==> config.mk <==
export PLATFORM = sky130hd
export DESIGN_NAME = dual_timer
export DESIGN_NICKNAME = d
export VERILOG_FILES = /design/src/logic/gtimer_pkg.sv /design/src/logic/half_ctrl_if.sv /design/src/logic/rtc_prescaler.sv /design/src/logic/timer_half.sv /design/src/logic/dual_timer.sv
export SDC_FILE = /design/constraint.sdc
export NUM_CORES = 1
export LEC_CHECK = 0
export BUFFER_PORTS_ARGS = -buffer_cell sky130_fd_sc_hd__buf_4
export CAP_MARGIN = 15
export CORE_ASPECT_RATIO = 0.8
export CORE_MARGIN = 5
export CORE_UTILIZATION = 26
export CTS_CLUSTER_DIAMETER = 120
export DETAILED_ROUTE_END_ITERATION = 16
export HOLD_SLACK_MARGIN = 0.02
export PLACE_DENSITY_LB_ADDON = 0.1
export SLEW_MARGIN = 5
export SYNTH_ARGS = -nofsm -noshare
export SYNTH_HDL_FRONTEND = slang
export SYNTH_HIERARCHICAL = 1
export SYNTH_SLANG_ARGS = --single-unit
==> constraint.sdc <==
create_clock -name clock -period 4.6 [get_ports clock]
set_clock_uncertainty 0.1 [all_clocks]
set_input_delay 0.92 -clock clock [delete_from_list [all_inputs] [get_ports clock]]
set_output_delay 0.92 -clock clock [all_outputs]
set_load 0.01 [all_outputs]
==> src/logic/gtimer_pkg.sv <==
// shared constants, modes and helpers of the dual half timer
package gtimer_pkg;
	// ********************************************************
	// register offsets
	// ********************************************************
	localparam logic [7:0] OFF_CFG = 8'h00;
	localparam logic [7:0] OFF_HALF_MODE = 8'h04;
	localparam logic [7:0] OFF_CTRL = 8'h08;
	localparam logic [7:0] OFF_LOAD_FIRST = 8'h0C;
	localparam logic [7:0] OFF_LOAD_SECOND = 8'h10;
	localparam logic [7:0] OFF_MATCH_FIRST = 8'h14;
	localparam logic [7:0] OFF_MATCH_SECOND = 8'h18;
	localparam logic [7:0] OFF_VALUE_FIRST = 8'h1C;
	localparam logic [7:0] OFF_VALUE_SECOND = 8'h20;
	localparam logic [7:0] OFF_INT_RAW = 8'h24;
	localparam logic [7:0] OFF_INT_MASKED = 8'h28;
	localparam logic [7:0] OFF_INT_ENABLE = 8'h2C;
	localparam logic [7:0] OFF_INT_CLEAR = 8'h30;
	// ********************************************************
	// field positions and reset values
	// ********************************************************
	localparam int HALF_MODE_SECOND_LO = 4;
	localparam int CTL_EN = 0;
	localparam int CTL_INV = 1;
	localparam int CTL_STALL = 2;
	localparam int CTL_TRIG = 3;
	localparam int CTL_EDGE_LO = 4;
	localparam int CTL_STRIDE = 8;
	localparam int CTL_RTC_EN = 16;
	localparam int INT_TIMEOUT = 0;
	localparam int INT_CAP_MATCH = 1;
	localparam int INT_CAP_EVENT = 2;
	localparam int INT_RTC_MATCH = 3;
	localparam int INT_STRIDE = 8;
	localparam int INT_W = 11;
	localparam logic [31:0] RST_WORD = 32'h0000_0000;
	localparam logic [1:0] EDGE_RISE = 2'h0;
	localparam logic [1:0] EDGE_FALL = 2'h1;
	// ********************************************************
	// timing
	// ********************************************************
	localparam int unsigned RTC_INPUT_HZ = 32768;
	localparam int unsigned RTC_TICK_S = 1;
	localparam int unsigned RTC_DIVIDE = RTC_INPUT_HZ * RTC_TICK_S;
	// ********************************************************
	// modes
	// ********************************************************
	typedef enum logic [3:0] {CFG_WIDE_ONE_SHOT = 4'h1, CFG_WIDE_PERIODIC = 4'h2,
		CFG_WIDE_RTC = 4'h4, CFG_HALF_PAIR = 4'h8} top_mode_type;
	typedef enum logic [4:0] {HALF_ONE_SHOT = 5'h01, HALF_PERIODIC = 5'h02,
		HALF_EDGE_COUNT = 5'h04, HALF_EDGE_TIME = 5'h08, HALF_PWM = 5'h10} half_mode_type;
	function automatic top_mode_type decodeTop(input logic [1:0] f);
		case (f)
			2'h0: decodeTop = CFG_WIDE_ONE_SHOT;
			2'h1: decodeTop = CFG_WIDE_PERIODIC;
			2'h2: decodeTop = CFG_WIDE_RTC;
			default: decodeTop = CFG_HALF_PAIR;
		endcase
	endfunction
	function automatic half_mode_type decodeHalf(input logic [2:0] f);
		case (f)
			3'h1: decodeHalf = HALF_PERIODIC;
			3'h2: decodeHalf = HALF_EDGE_COUNT;
			3'h3: decodeHalf = HALF_EDGE_TIME;
			3'h4: decodeHalf = HALF_PWM;
			default: decodeHalf = HALF_ONE_SHOT;
		endcase
	endfunction
endpackage

==> src/logic/half_ctrl_if.sv <==
// control and status bundle between the top and one 16-bit half
`timescale 1ns/1ps
interface half_ctrl_if;
	logic clockEn;
	logic debugHalt;
	logic [2:0] modeSel;
	logic enable;
	logic invert;
	logic stall;
	logic trigEn;
	logic [1:0] edgeSel;
	logic [15:0] loadVal;
	logic [15:0] matchVal;
	logic [15:0] shown;
	logic timeout;
	logic capEvent;
	logic capMatch;
	logic pinOut;
	logic pinOe;
	logic trigger;
	modport ctrl (output clockEn, debugHalt, modeSel, enable, invert, stall, trigEn, edgeSel,
		loadVal, matchVal, input shown, timeout, capEvent, capMatch, pinOut, pinOe, trigger);
	modport half (input clockEn, debugHalt, modeSel, enable, invert, stall, trigEn, edgeSel,
		loadVal, matchVal, output shown, timeout, capEvent, capMatch, pinOut, pinOe, trigger);
endinterface

==> src/logic/rtc_prescaler.sv <==
// divides the slow external clock input down to a one second tick
`timescale 1ns/1ps
module rtc_prescaler #(
	parameter int unsigned DIVIDE = gtimer_pkg::RTC_DIVIDE
) (
	input wire logic clock,
	input wire logic sys_rst,
	input wire logic clockEn,
	input wire logic enable,
	input wire logic slowIn,
	output logic tick
);
	localparam int CNT_W = (DIVIDE > 1) ? $clog2(DIVIDE) : 1;
	logic slowPrev_q;
	logic [CNT_W-1:0] count_q;
	logic rise;
	assign rise = slowIn & ~slowPrev_q;
	always_ff @(posedge clock) begin
		if (sys_rst) begin
			slowPrev_q <= 1'b0;
			count_q <= '0;
			tick <= 1'b0;
		end else if (clockEn) begin
			slowPrev_q <= slowIn;
			tick <= 1'b0;
			if (!enable) begin
				count_q <= '0;
			end else if (rise) begin
				if (count_q == CNT_W'(DIVIDE - 1)) begin
					count_q <= '0;
					tick <= 1'b1;
				end else begin
					count_q <= count_q + 1'b1;
				end
			end
		end
	end
endmodule

==> src/logic/timer_half.sv <==
// one 16-bit half: one-shot, periodic, edge count, edge time, pwm
`timescale 1ns/1ps
module timer_half (
	input wire logic clock,
	input wire logic sys_rst,
	input wire logic capIn,
	half_ctrl_if.half ctl
);
	gtimer_pkg::half_mode_type mode;
	logic [15:0] value_q;
	logic [15:0] captured_q;
	logic [15:0] valueDec;
	logic enPrev_q;
	logic pinPrev_q;
	logic run;
	logic start;
	logic edgeSeen;
	logic countHit;
	logic zeroHit;
	assign mode = gtimer_pkg::decodeHalf(ctl.modeSel);
	assign run = ctl.enable & ~(ctl.stall & ctl.debugHalt) & ~(ctl.enable & ~enPrev_q);
	assign start = ctl.enable & ~enPrev_q;
	assign valueDec = value_q - 16'h0001;
	assign edgeSeen = (ctl.edgeSel == gtimer_pkg::EDGE_RISE) ? (capIn & ~pinPrev_q) :
		(ctl.edgeSel == gtimer_pkg::EDGE_FALL) ? (~capIn & pinPrev_q) :
		(capIn ^ pinPrev_q);
	assign countHit = edgeSeen & (valueDec == ctl.matchVal);
	assign zeroHit = (mode == gtimer_pkg::HALF_ONE_SHOT) ? (value_q == 16'h0001) :
		(mode == gtimer_pkg::HALF_PERIODIC) & (value_q == 16'h0000);
	assign ctl.shown = (mode == gtimer_pkg::HALF_EDGE_TIME) ? captured_q : value_q;
	// ********************************************************
	// counter
	// ********************************************************
	always_ff @(posedge clock) begin
		if (sys_rst) begin
			value_q <= 16'h0000;
			enPrev_q <= 1'b0;
			pinPrev_q <= 1'b0;
		end else if (ctl.clockEn) begin
			enPrev_q <= ctl.enable;
			pinPrev_q <= capIn;
			if (start) begin
				value_q <= ctl.loadVal;
			end else if (run) begin
				case (mode)
					gtimer_pkg::HALF_ONE_SHOT: begin
						if (value_q != 16'h0000) begin
							value_q <= valueDec;
						end
					end
					gtimer_pkg::HALF_EDGE_COUNT: begin
						if (edgeSeen) begin
							value_q <= countHit ? ctl.loadVal : valueDec;
						end
					end
					default: begin
						value_q <= (value_q == 16'h0000) ? ctl.loadVal : valueDec;
					end
				endcase
			end
		end
	end
	// ********************************************************
	// events, capture, pin
	// ********************************************************
	always_ff @(posedge clock) begin
		if (sys_rst) begin
			captured_q <= 16'h0000;
			ctl.timeout <= 1'b0;
			ctl.capEvent <= 1'b0;
			ctl.capMatch <= 1'b0;
			ctl.trigger <= 1'b0;
			ctl.pinOut <= 1'b0;
			ctl.pinOe <= 1'b0;
		end else if (ctl.clockEn) begin
			ctl.timeout <= run & zeroHit;
			ctl.trigger <= run & zeroHit & ctl.trigEn;
			ctl.capEvent <= run & edgeSeen & ((mode == gtimer_pkg::HALF_EDGE_COUNT) |
				(mode == gtimer_pkg::HALF_EDGE_TIME));
			ctl.capMatch <= run & countHit & (mode == gtimer_pkg::HALF_EDGE_COUNT);
			if (run & edgeSeen & (mode == gtimer_pkg::HALF_EDGE_TIME)) begin
				captured_q <= value_q;
			end
			ctl.pinOe <= (mode == gtimer_pkg::HALF_PWM);
			ctl.pinOut <= ((mode == gtimer_pkg::HALF_PWM) & ctl.enable &
				(value_q > ctl.matchVal)) ^ ctl.invert;
		end
	end
endmodule

==> src/logic/dual_timer.sv <==
// top of the dual 16-bit timer with its wishbone register file
//
// Our own choices: the placing of the registers and the Wishbone register port.
`timescale 1ns/1ps
module dual_timer #(
	parameter int unsigned RTC_DIVIDE = gtimer_pkg::RTC_DIVIDE
) (
	input wire logic clock,
	input wire logic sys_rst,
	input wire logic clockEn,
	input wire logic debugHalt,
	input wire logic wb_cyc_i,
	input wire logic wb_stb_i,
	input wire logic wb_we_i,
	input wire logic [7:0] wb_adr_i,
	input wire logic [3:0] wb_sel_i,
	input wire logic [31:0] wb_dat_i,
	output logic [31:0] wb_dat_o,
	output logic wb_ack_o,
	output logic irq,
	input wire logic [1:0] capIn,
	output logic [1:0] capOut,
	output logic [1:0] capOe,
	output logic [1:0] trigOut,
	input wire logic rtcClkIn
);
	// ********************************************************
	// declarations
	// ********************************************************
	logic [31:0] cfg_q;
	logic [31:0] halfMode_q;
	logic [31:0] ctrl_q;
	logic [31:0] loadFirst_q;
	logic [31:0] loadSecond_q;
	logic [31:0] matchFirst_q;
	logic [31:0] matchSecond_q;
	logic [31:0] intEnable_q;
	logic [gtimer_pkg::INT_W-1:0] intRaw_q;
	logic [gtimer_pkg::INT_W-1:0] intSet;
	logic [gtimer_pkg::INT_W-1:0] intClr;
	logic [31:0] clrWord;
	logic [31:0] wideValue_q;
	logic wideEnPrev_q;
	logic wideTimeout_q;
	logic rtcMatch_q;
	logic [31:0] readData;
	logic access;
	logic wrStrobe;
	logic rtcTick;
	logic pairMode;
	logic rtcMode;
	logic wideEn;
	logic wideStart;
	logic wideRun;
	logic wideZeroHit;
	gtimer_pkg::top_mode_type topMode;
	half_ctrl_if halfFirst ();
	half_ctrl_if halfSecond ();

	function automatic logic [31:0] applySel(input logic [31:0] old, input logic [31:0] wr,
		input logic [3:0] sel);
		logic [31:0] res;
		res = old;
		for (int i = 0; i < 4; i++) begin
			if (sel[i]) begin
				res[i*8 +: 8] = wr[i*8 +: 8];
			end
		end
		applySel = res;
	endfunction

	// ********************************************************
	// mode decode
	// ********************************************************
	assign topMode = gtimer_pkg::decodeTop(cfg_q[1:0]);
	assign pairMode = (topMode == gtimer_pkg::CFG_HALF_PAIR);
	assign rtcMode = (topMode == gtimer_pkg::CFG_WIDE_RTC);
	assign wideEn = ~pairMode & ctrl_q[gtimer_pkg::CTL_EN];
	assign wideStart = wideEn & ~wideEnPrev_q;
	assign wideRun = wideEn & ~wideStart &
		~(ctrl_q[gtimer_pkg::CTL_STALL] & debugHalt);
	assign wideZeroHit = (topMode == gtimer_pkg::CFG_WIDE_ONE_SHOT) ?
		(wideValue_q == 32'h0000_0001) :
		((topMode == gtimer_pkg::CFG_WIDE_PERIODIC) & (wideValue_q == 32'h0000_0000));

	// ********************************************************
	// wishbone access
	// ********************************************************
	assign access = wb_cyc_i & wb_stb_i & ~wb_ack_o;
	assign wrStrobe = access & wb_we_i;

	always_comb begin
		readData = 32'h0000_0000;
		case (wb_adr_i)
			gtimer_pkg::OFF_CFG: readData = cfg_q;
			gtimer_pkg::OFF_HALF_MODE: readData = halfMode_q;
			gtimer_pkg::OFF_CTRL: readData = ctrl_q;
			gtimer_pkg::OFF_LOAD_FIRST: readData = loadFirst_q;
			gtimer_pkg::OFF_LOAD_SECOND: readData = loadSecond_q;
			gtimer_pkg::OFF_MATCH_FIRST: readData = matchFirst_q;
			gtimer_pkg::OFF_MATCH_SECOND: readData = matchSecond_q;
			gtimer_pkg::OFF_VALUE_FIRST: readData = pairMode ? {16'h0000, halfFirst.shown} :
				wideValue_q;
			gtimer_pkg::OFF_VALUE_SECOND: readData = {16'h0000, halfSecond.shown};
			gtimer_pkg::OFF_INT_RAW: readData = {21'h000000, intRaw_q};
			gtimer_pkg::OFF_INT_MASKED: readData = {21'h000000,
				intRaw_q & intEnable_q[gtimer_pkg::INT_W-1:0]};
			gtimer_pkg::OFF_INT_ENABLE: readData = intEnable_q;
			default: readData = 32'h0000_0000;
		endcase
	end

	always_ff @(posedge clock) begin
		if (sys_rst) begin
			wb_ack_o <= 1'b0;
			wb_dat_o <= gtimer_pkg::RST_WORD;
		end else if (clockEn) begin
			wb_ack_o <= access;
			if (access & ~wb_we_i) begin
				wb_dat_o <= readData;
			end
		end
	end

	// ********************************************************
	// configuration registers
	// ********************************************************
	always_ff @(posedge clock) begin
		if (sys_rst) begin
			cfg_q <= gtimer_pkg::RST_WORD;
			halfMode_q <= gtimer_pkg::RST_WORD;
			ctrl_q <= gtimer_pkg::RST_WORD;
			loadFirst_q <= gtimer_pkg::RST_WORD;
			loadSecond_q <= gtimer_pkg::RST_WORD;
			matchFirst_q <= gtimer_pkg::RST_WORD;
			matchSecond_q <= gtimer_pkg::RST_WORD;
			intEnable_q <= gtimer_pkg::RST_WORD;
		end else if (clockEn & wrStrobe) begin
			case (wb_adr_i)
				gtimer_pkg::OFF_CFG: cfg_q <=
					applySel(cfg_q, wb_dat_i, wb_sel_i) & 32'h0000_0003;
				gtimer_pkg::OFF_HALF_MODE: halfMode_q <=
					applySel(halfMode_q, wb_dat_i, wb_sel_i) & 32'h0000_0077;
				gtimer_pkg::OFF_CTRL: ctrl_q <=
					applySel(ctrl_q, wb_dat_i, wb_sel_i) & 32'h0001_3F3F;
				gtimer_pkg::OFF_LOAD_FIRST: loadFirst_q <=
					applySel(loadFirst_q, wb_dat_i, wb_sel_i);
				gtimer_pkg::OFF_LOAD_SECOND: loadSecond_q <=
					applySel(loadSecond_q, wb_dat_i, wb_sel_i) & 32'h0000_FFFF;
				gtimer_pkg::OFF_MATCH_FIRST: matchFirst_q <=
					applySel(matchFirst_q, wb_dat_i, wb_sel_i);
				gtimer_pkg::OFF_MATCH_SECOND: matchSecond_q <=
					applySel(matchSecond_q, wb_dat_i, wb_sel_i) & 32'h0000_FFFF;
				gtimer_pkg::OFF_INT_ENABLE: intEnable_q <=
					applySel(intEnable_q, wb_dat_i, wb_sel_i) & 32'h0000_070F;
				default: cfg_q <= cfg_q;
			endcase
		end
	end

	// ********************************************************
	// joined 32-bit counter and clock
	// ********************************************************
	always_ff @(posedge clock) begin
		if (sys_rst) begin
			wideValue_q <= 32'h0000_0000;
			wideEnPrev_q <= 1'b0;
			wideTimeout_q <= 1'b0;
			rtcMatch_q <= 1'b0;
		end else if (clockEn) begin
			wideEnPrev_q <= wideEn;
			wideTimeout_q <= wideRun & wideZeroHit;
			rtcMatch_q <= wideRun & rtcMode & rtcTick &
				(wideValue_q + 32'h0000_0001 == matchFirst_q);
			if (wideStart) begin
				wideValue_q <= loadFirst_q;
			end else if (wideRun) begin
				case (topMode)
					gtimer_pkg::CFG_WIDE_ONE_SHOT: begin
						if (wideValue_q != 32'h0000_0000) begin
							wideValue_q <= wideValue_q - 32'h0000_0001;
						end
					end
					gtimer_pkg::CFG_WIDE_PERIODIC: begin
						wideValue_q <= (wideValue_q == 32'h0000_0000) ? loadFirst_q :
							wideValue_q - 32'h0000_0001;
					end
					gtimer_pkg::CFG_WIDE_RTC: begin
						if (rtcTick) begin
							wideValue_q <= wideValue_q + 32'h0000_0001;
						end
					end
					default: wideValue_q <= wideValue_q;
				endcase
			end
		end
	end

	rtc_prescaler #(
		.DIVIDE(RTC_DIVIDE)
	) u_prescaler (
		.clock(clock),
		.sys_rst(sys_rst),
		.clockEn(clockEn),
		.enable(rtcMode & ctrl_q[gtimer_pkg::CTL_RTC_EN]),
		.slowIn(rtcClkIn),
		.tick(rtcTick)
	);

	// ********************************************************
	// the two halves
	// ********************************************************
	assign halfFirst.clockEn = clockEn;
	assign halfFirst.debugHalt = debugHalt;
	assign halfFirst.modeSel = pairMode ? halfMode_q[2:0] : 3'h0;
	assign halfFirst.enable = pairMode & ctrl_q[gtimer_pkg::CTL_EN];
	assign halfFirst.invert = ctrl_q[gtimer_pkg::CTL_INV];
	assign halfFirst.stall = ctrl_q[gtimer_pkg::CTL_STALL];
	assign halfFirst.trigEn = ctrl_q[gtimer_pkg::CTL_TRIG];
	assign halfFirst.edgeSel = ctrl_q[gtimer_pkg::CTL_EDGE_LO +: 2];
	assign halfFirst.loadVal = loadFirst_q[15:0];
	assign halfFirst.matchVal = matchFirst_q[15:0];

	assign halfSecond.clockEn = clockEn;
	assign halfSecond.debugHalt = debugHalt;
	assign halfSecond.modeSel = pairMode ?
		halfMode_q[gtimer_pkg::HALF_MODE_SECOND_LO +: 3] : 3'h0;
	assign halfSecond.enable = pairMode &
		ctrl_q[gtimer_pkg::CTL_STRIDE + gtimer_pkg::CTL_EN];
	assign halfSecond.invert = ctrl_q[gtimer_pkg::CTL_STRIDE + gtimer_pkg::CTL_INV];
	assign halfSecond.stall = ctrl_q[gtimer_pkg::CTL_STRIDE + gtimer_pkg::CTL_STALL];
	assign halfSecond.trigEn = ctrl_q[gtimer_pkg::CTL_STRIDE + gtimer_pkg::CTL_TRIG];
	assign halfSecond.edgeSel = ctrl_q[gtimer_pkg::CTL_STRIDE + gtimer_pkg::CTL_EDGE_LO +: 2];
	assign halfSecond.loadVal = loadSecond_q[15:0];
	assign halfSecond.matchVal = matchSecond_q[15:0];

	timer_half u_first (
		.clock(clock),
		.sys_rst(sys_rst),
		.capIn(capIn[0]),
		.ctl(halfFirst.half)
	);

	timer_half u_second (
		.clock(clock),
		.sys_rst(sys_rst),
		.capIn(capIn[1]),
		.ctl(halfSecond.half)
	);

	assign capOut = {halfSecond.pinOut, halfFirst.pinOut};
	assign capOe = {halfSecond.pinOe, halfFirst.pinOe};

	always_ff @(posedge clock) begin
		if (sys_rst) begin
			trigOut <= 2'h0;
		end else if (clockEn) begin
			trigOut[0] <= pairMode ? halfFirst.trigger :
				(wideRun & wideZeroHit & ctrl_q[gtimer_pkg::CTL_TRIG]);
			trigOut[1] <= halfSecond.trigger;
		end
	end

	// ********************************************************
	// interrupts
	// ********************************************************
	always_comb begin
		intSet = '0;
		intSet[gtimer_pkg::INT_TIMEOUT] = pairMode ? halfFirst.timeout : wideTimeout_q;
		intSet[gtimer_pkg::INT_CAP_MATCH] = halfFirst.capMatch;
		intSet[gtimer_pkg::INT_CAP_EVENT] = halfFirst.capEvent;
		intSet[gtimer_pkg::INT_RTC_MATCH] = rtcMatch_q;
		intSet[gtimer_pkg::INT_STRIDE + gtimer_pkg::INT_TIMEOUT] = halfSecond.timeout;
		intSet[gtimer_pkg::INT_STRIDE + gtimer_pkg::INT_CAP_MATCH] = halfSecond.capMatch;
		intSet[gtimer_pkg::INT_STRIDE + gtimer_pkg::INT_CAP_EVENT] = halfSecond.capEvent;
	end

	assign clrWord = applySel(32'h0000_0000, wb_dat_i, wb_sel_i);
	assign intClr = (wrStrobe & (wb_adr_i == gtimer_pkg::OFF_INT_CLEAR)) ?
		clrWord[gtimer_pkg::INT_W-1:0] : '0;

	always_ff @(posedge clock) begin
		if (sys_rst) begin
			intRaw_q <= '0;
			irq <= 1'b0;
		end else if (clockEn) begin
			intRaw_q <= (intRaw_q & ~intClr) | intSet;
			irq <= |(intRaw_q & intEnable_q[gtimer_pkg::INT_W-1:0]);
		end
	end
endmodule

==> impl_metrics.tcl <==
set metrics [dict create \
    wl_per_cell_um 26.0 \
    crit_required_ns 5.01 \
    synth-adder-area-share_pct 3.35 \
    cts_resized 0 \
    cts_num_sinks 303 \
    clock_latency_ns 0.58 \
    ys_top_cells_by_count "dfxtp_1, nor2_1, nand2_1" \
    grt_pass1_wl_mm 128 \
    post-cts-setup-buffers 0 \
    setup_viol 0 \
    slew_headroom_pct 28.6 \
    clk_path_buf_depth 3 \
    critPathKind "reg -> reg" \
    status "completed" \
    drt_iter0_drc 2118 \
    place.gp.congestion 0.908 \
    async_flop_share_pct 0 \
    synth_compound_area_share_pct 19.3 \
    ir_drop_v 0.000218 \
    max_slew.worst_pin.slew_ns 1.06 \
    seq_area_um2 6070 \
    die_area_um2 78800 \
    drive_above_1_share_pct 13.5 \
    cts-root-buf "clkbuf_16" \
    critPathMaxStageDelay_ns 0.54 \
    synth-seq-cells 303 \
    rows 88 \
    synth-simple-area-share_pct 24.4 \
    setup-tns-final_ns 0 \
    cts_max_level 2 \
    synth.cell_area_um2 19000 \
    io_pins 94 \
    worstPathCellList "inv_1 -> ha_1 -> or3b_2 -> or3_1 -> xnor2_1 -> nand4_1 -> nor3_1 -> a32oi_1 -> o21a_1 -> a211o_1 -> o21ai_1" \
    finalCritPeriodShare_pct 92.5 \
    synthMuxAreaShare_pct 10.6 \
    drtAntennaViolNets 0 \
    cp.arrival_ns 4.66 \
    postSynthCellCount 2343 \
    numCtsBuffers 39 \
    layout_min_cycle_time_ns 4.25 \
    yosysWarnings 6 \
    postCtsHoldBufs 0 \
    syn-num-nets 2448 \
    cts_tree "yes" \
    p_per_area_nw_per_um2 281 \
    slew_violations 0 \
    yosys.area_share.xor_xnor_pct 4.95 \
    num_vias 19070 \
    area_delta_synth_final_pct 16.4 \
    grt_max_degree 147 \
    path_max_fanout 17 \
    synth_top_family_by_area "simple AND/OR/NAND/NOR gates" \
    cp-start-kind "flip-flop" \
    port_buffers 93 \
    ys_types 89 \
    drc_errors 0 \
    synth_flop_cell "dfxtp_1" \
    initial_core_util_pct 26.3 \
    avgSynthCellArea_um2 8.13 \
    viasPerCell 5.68 \
    placed_cells 3283 \
    synth_top_area_cell "dfxtp_1" \
    synth_top_area_share_pct 31.8 \
    cp_slowest_cell "or3b_2" \
    stdcell_count 3357 \
    die_y_um 252 \
    antenna_found_initial 1 \
    grt_usage_pct 21.3 \
    hold_class "reg -> reg" \
    drt_wl_total_mm 87.2 \
    drv_cap 0 \
    synth.most_common_cell "dfxtp_1" \
    fillers 7642 \
    rsz0062_at_grt "false" \
    nets 2484 \
    grt_pass1_vias 17895 \
    yosysSeqAreaShare_pct 31.8 \
    multiInputGateArea_um2 11900 \
    hold_viol 0 \
    fp.dieW_um 313 \
    coreArea_um2 72300 \
    clk_pin_slew_ns 0.06 \
    fmax_mhz 235 \
    dp_hpwl_mm 65.6 \
    p_leak_uw 0.00771 \
    end_kind "flip-flop" \
    synth_edf_count 0 \
    drt-pass1-iter-count 6 \
    gr-total-overflow 0 \
    synth_area_leaders "dfxtp_1, mux2i_1, nor2_1, nand2_1, xnor2_1" \
]
-- logic make-up (layout without fill, tap and decap cells) --
logic type               after synthesis  count (layout)
AND/OR/NAND/NOR                      924             924
flip-flops                           303             303
adder cells (fa/ha/maj)               51              51
multiplexers                         197             197
buffers and inverters                246             313
XOR/XNOR                             106             106
other                                  0               2
AO/OA/AOI/OAI                        516             516
-- area by class of cell --
type	count	area share (%)
Multi-Input combinational cell	1794	53.9
Clock buffer	58	5.27
Sequential cell	303	27.4
Timing Repair Buffer	175	6.07
Clock inverter	14	0.943
Tap cell	945	5.33
Inverter	66	1.12
Antenna cell	2	0.0226
-- flip-flops by register name, summed over array words and instances, names as in the netlist, 13 cells and up --
register / flops
u_second/captured_q: 16
wb_dat_o: 32
loadFirst_q: 32
u_first/captured_q: 16
matchSecond_q: 16
u_second/value_q: 16
ctrl_q: 13
wideValue_q: 32
loadSecond_q: 16
u_prescaler/count_q: 15
matchFirst_q: 32
u_first/value_q: 16
-- critical path: cells and delay by family (launching register included) --
kind	cells	cell delay [ns]
compound gates	4	1.29
xor+xnor	1	0.27
fa+ha+maj	1	0.35
buf+inv	1	0.21
flops	1	0.38
simple gates	4	1.60
-- where the power goes --
part,internal [uW],switching [uW],leakage (uW)
clock network,2040,1310,0.000679
registers,2640,11.2,0.00244
logic,72.4,155,0.00458
total,4750,1480,0.00771
-- final timing paths --
kind	endpoint	slack, ns	cells after the start	start
hold reg to reg	intRaw_q[4]	0.33	2	intRaw_q[4]
hold / removal	intRaw_q[4]	0.33	2	intRaw_q[4]
setup reg to reg	u_second/value_q[4]	0.35	11	u_second/value_q[0]
setup / recovery	u_second/value_q[4]	0.35	11	u_second/value_q[0]
-- per-stage QoR --
step | setup WS [ns] | hold slack, ns | area, um^2 | power, uW | utilization (%)
6_report | 0.345 | 0.333 | 22200 | 6230 | 30.6
5_1_grt | 0.184 | 0.347 | 22200 | 6430 | 30.6
4_1_cts | 0.521 | 0.333 | 22200 | 6320 | 30.6
3_5_place_dp | 0.550 | 0.322 | 20800 | 2930 | 28.7
3_3_place_gp | 0.544 | 0.319 | 20800 | 2930 | 28.7
2_1_floorplan | 1.07 | 0.311 | 19000 | 2800 | -
-- layout by cell type, fill, tap and decap left out, types with 28 or more instances in the layout --
cell and instances:
a211oi_1 40, a21oi_1 101, a221oi_1 28, a222oi_1 32, a31oi_1 33, buf_4 172
clkbuf_16 39, dfxtp_1 303, ha_1 51, inv_1 65, mux2_2 35, mux2i_1 162
nand2_1 197, nand3_1 92, nand4_1 49, nor2_1 285, nor3_1 59, nor4_1 33
o21ai_0 94, xnor2_1 74, xor2_1 31
-- metal layers --
| layer | track usage (%) | wire length [um] |
|---|---|---|
| met1 | 33.6 | 44600 |
| met2 | 29.7 | 34500 |
| met3 | 3.97 | 6660 |
| met4 | 4.16 | 1440 |
| met5 | 0 | 0 |
Note: power is estimated with default switching activity, not from simulation.
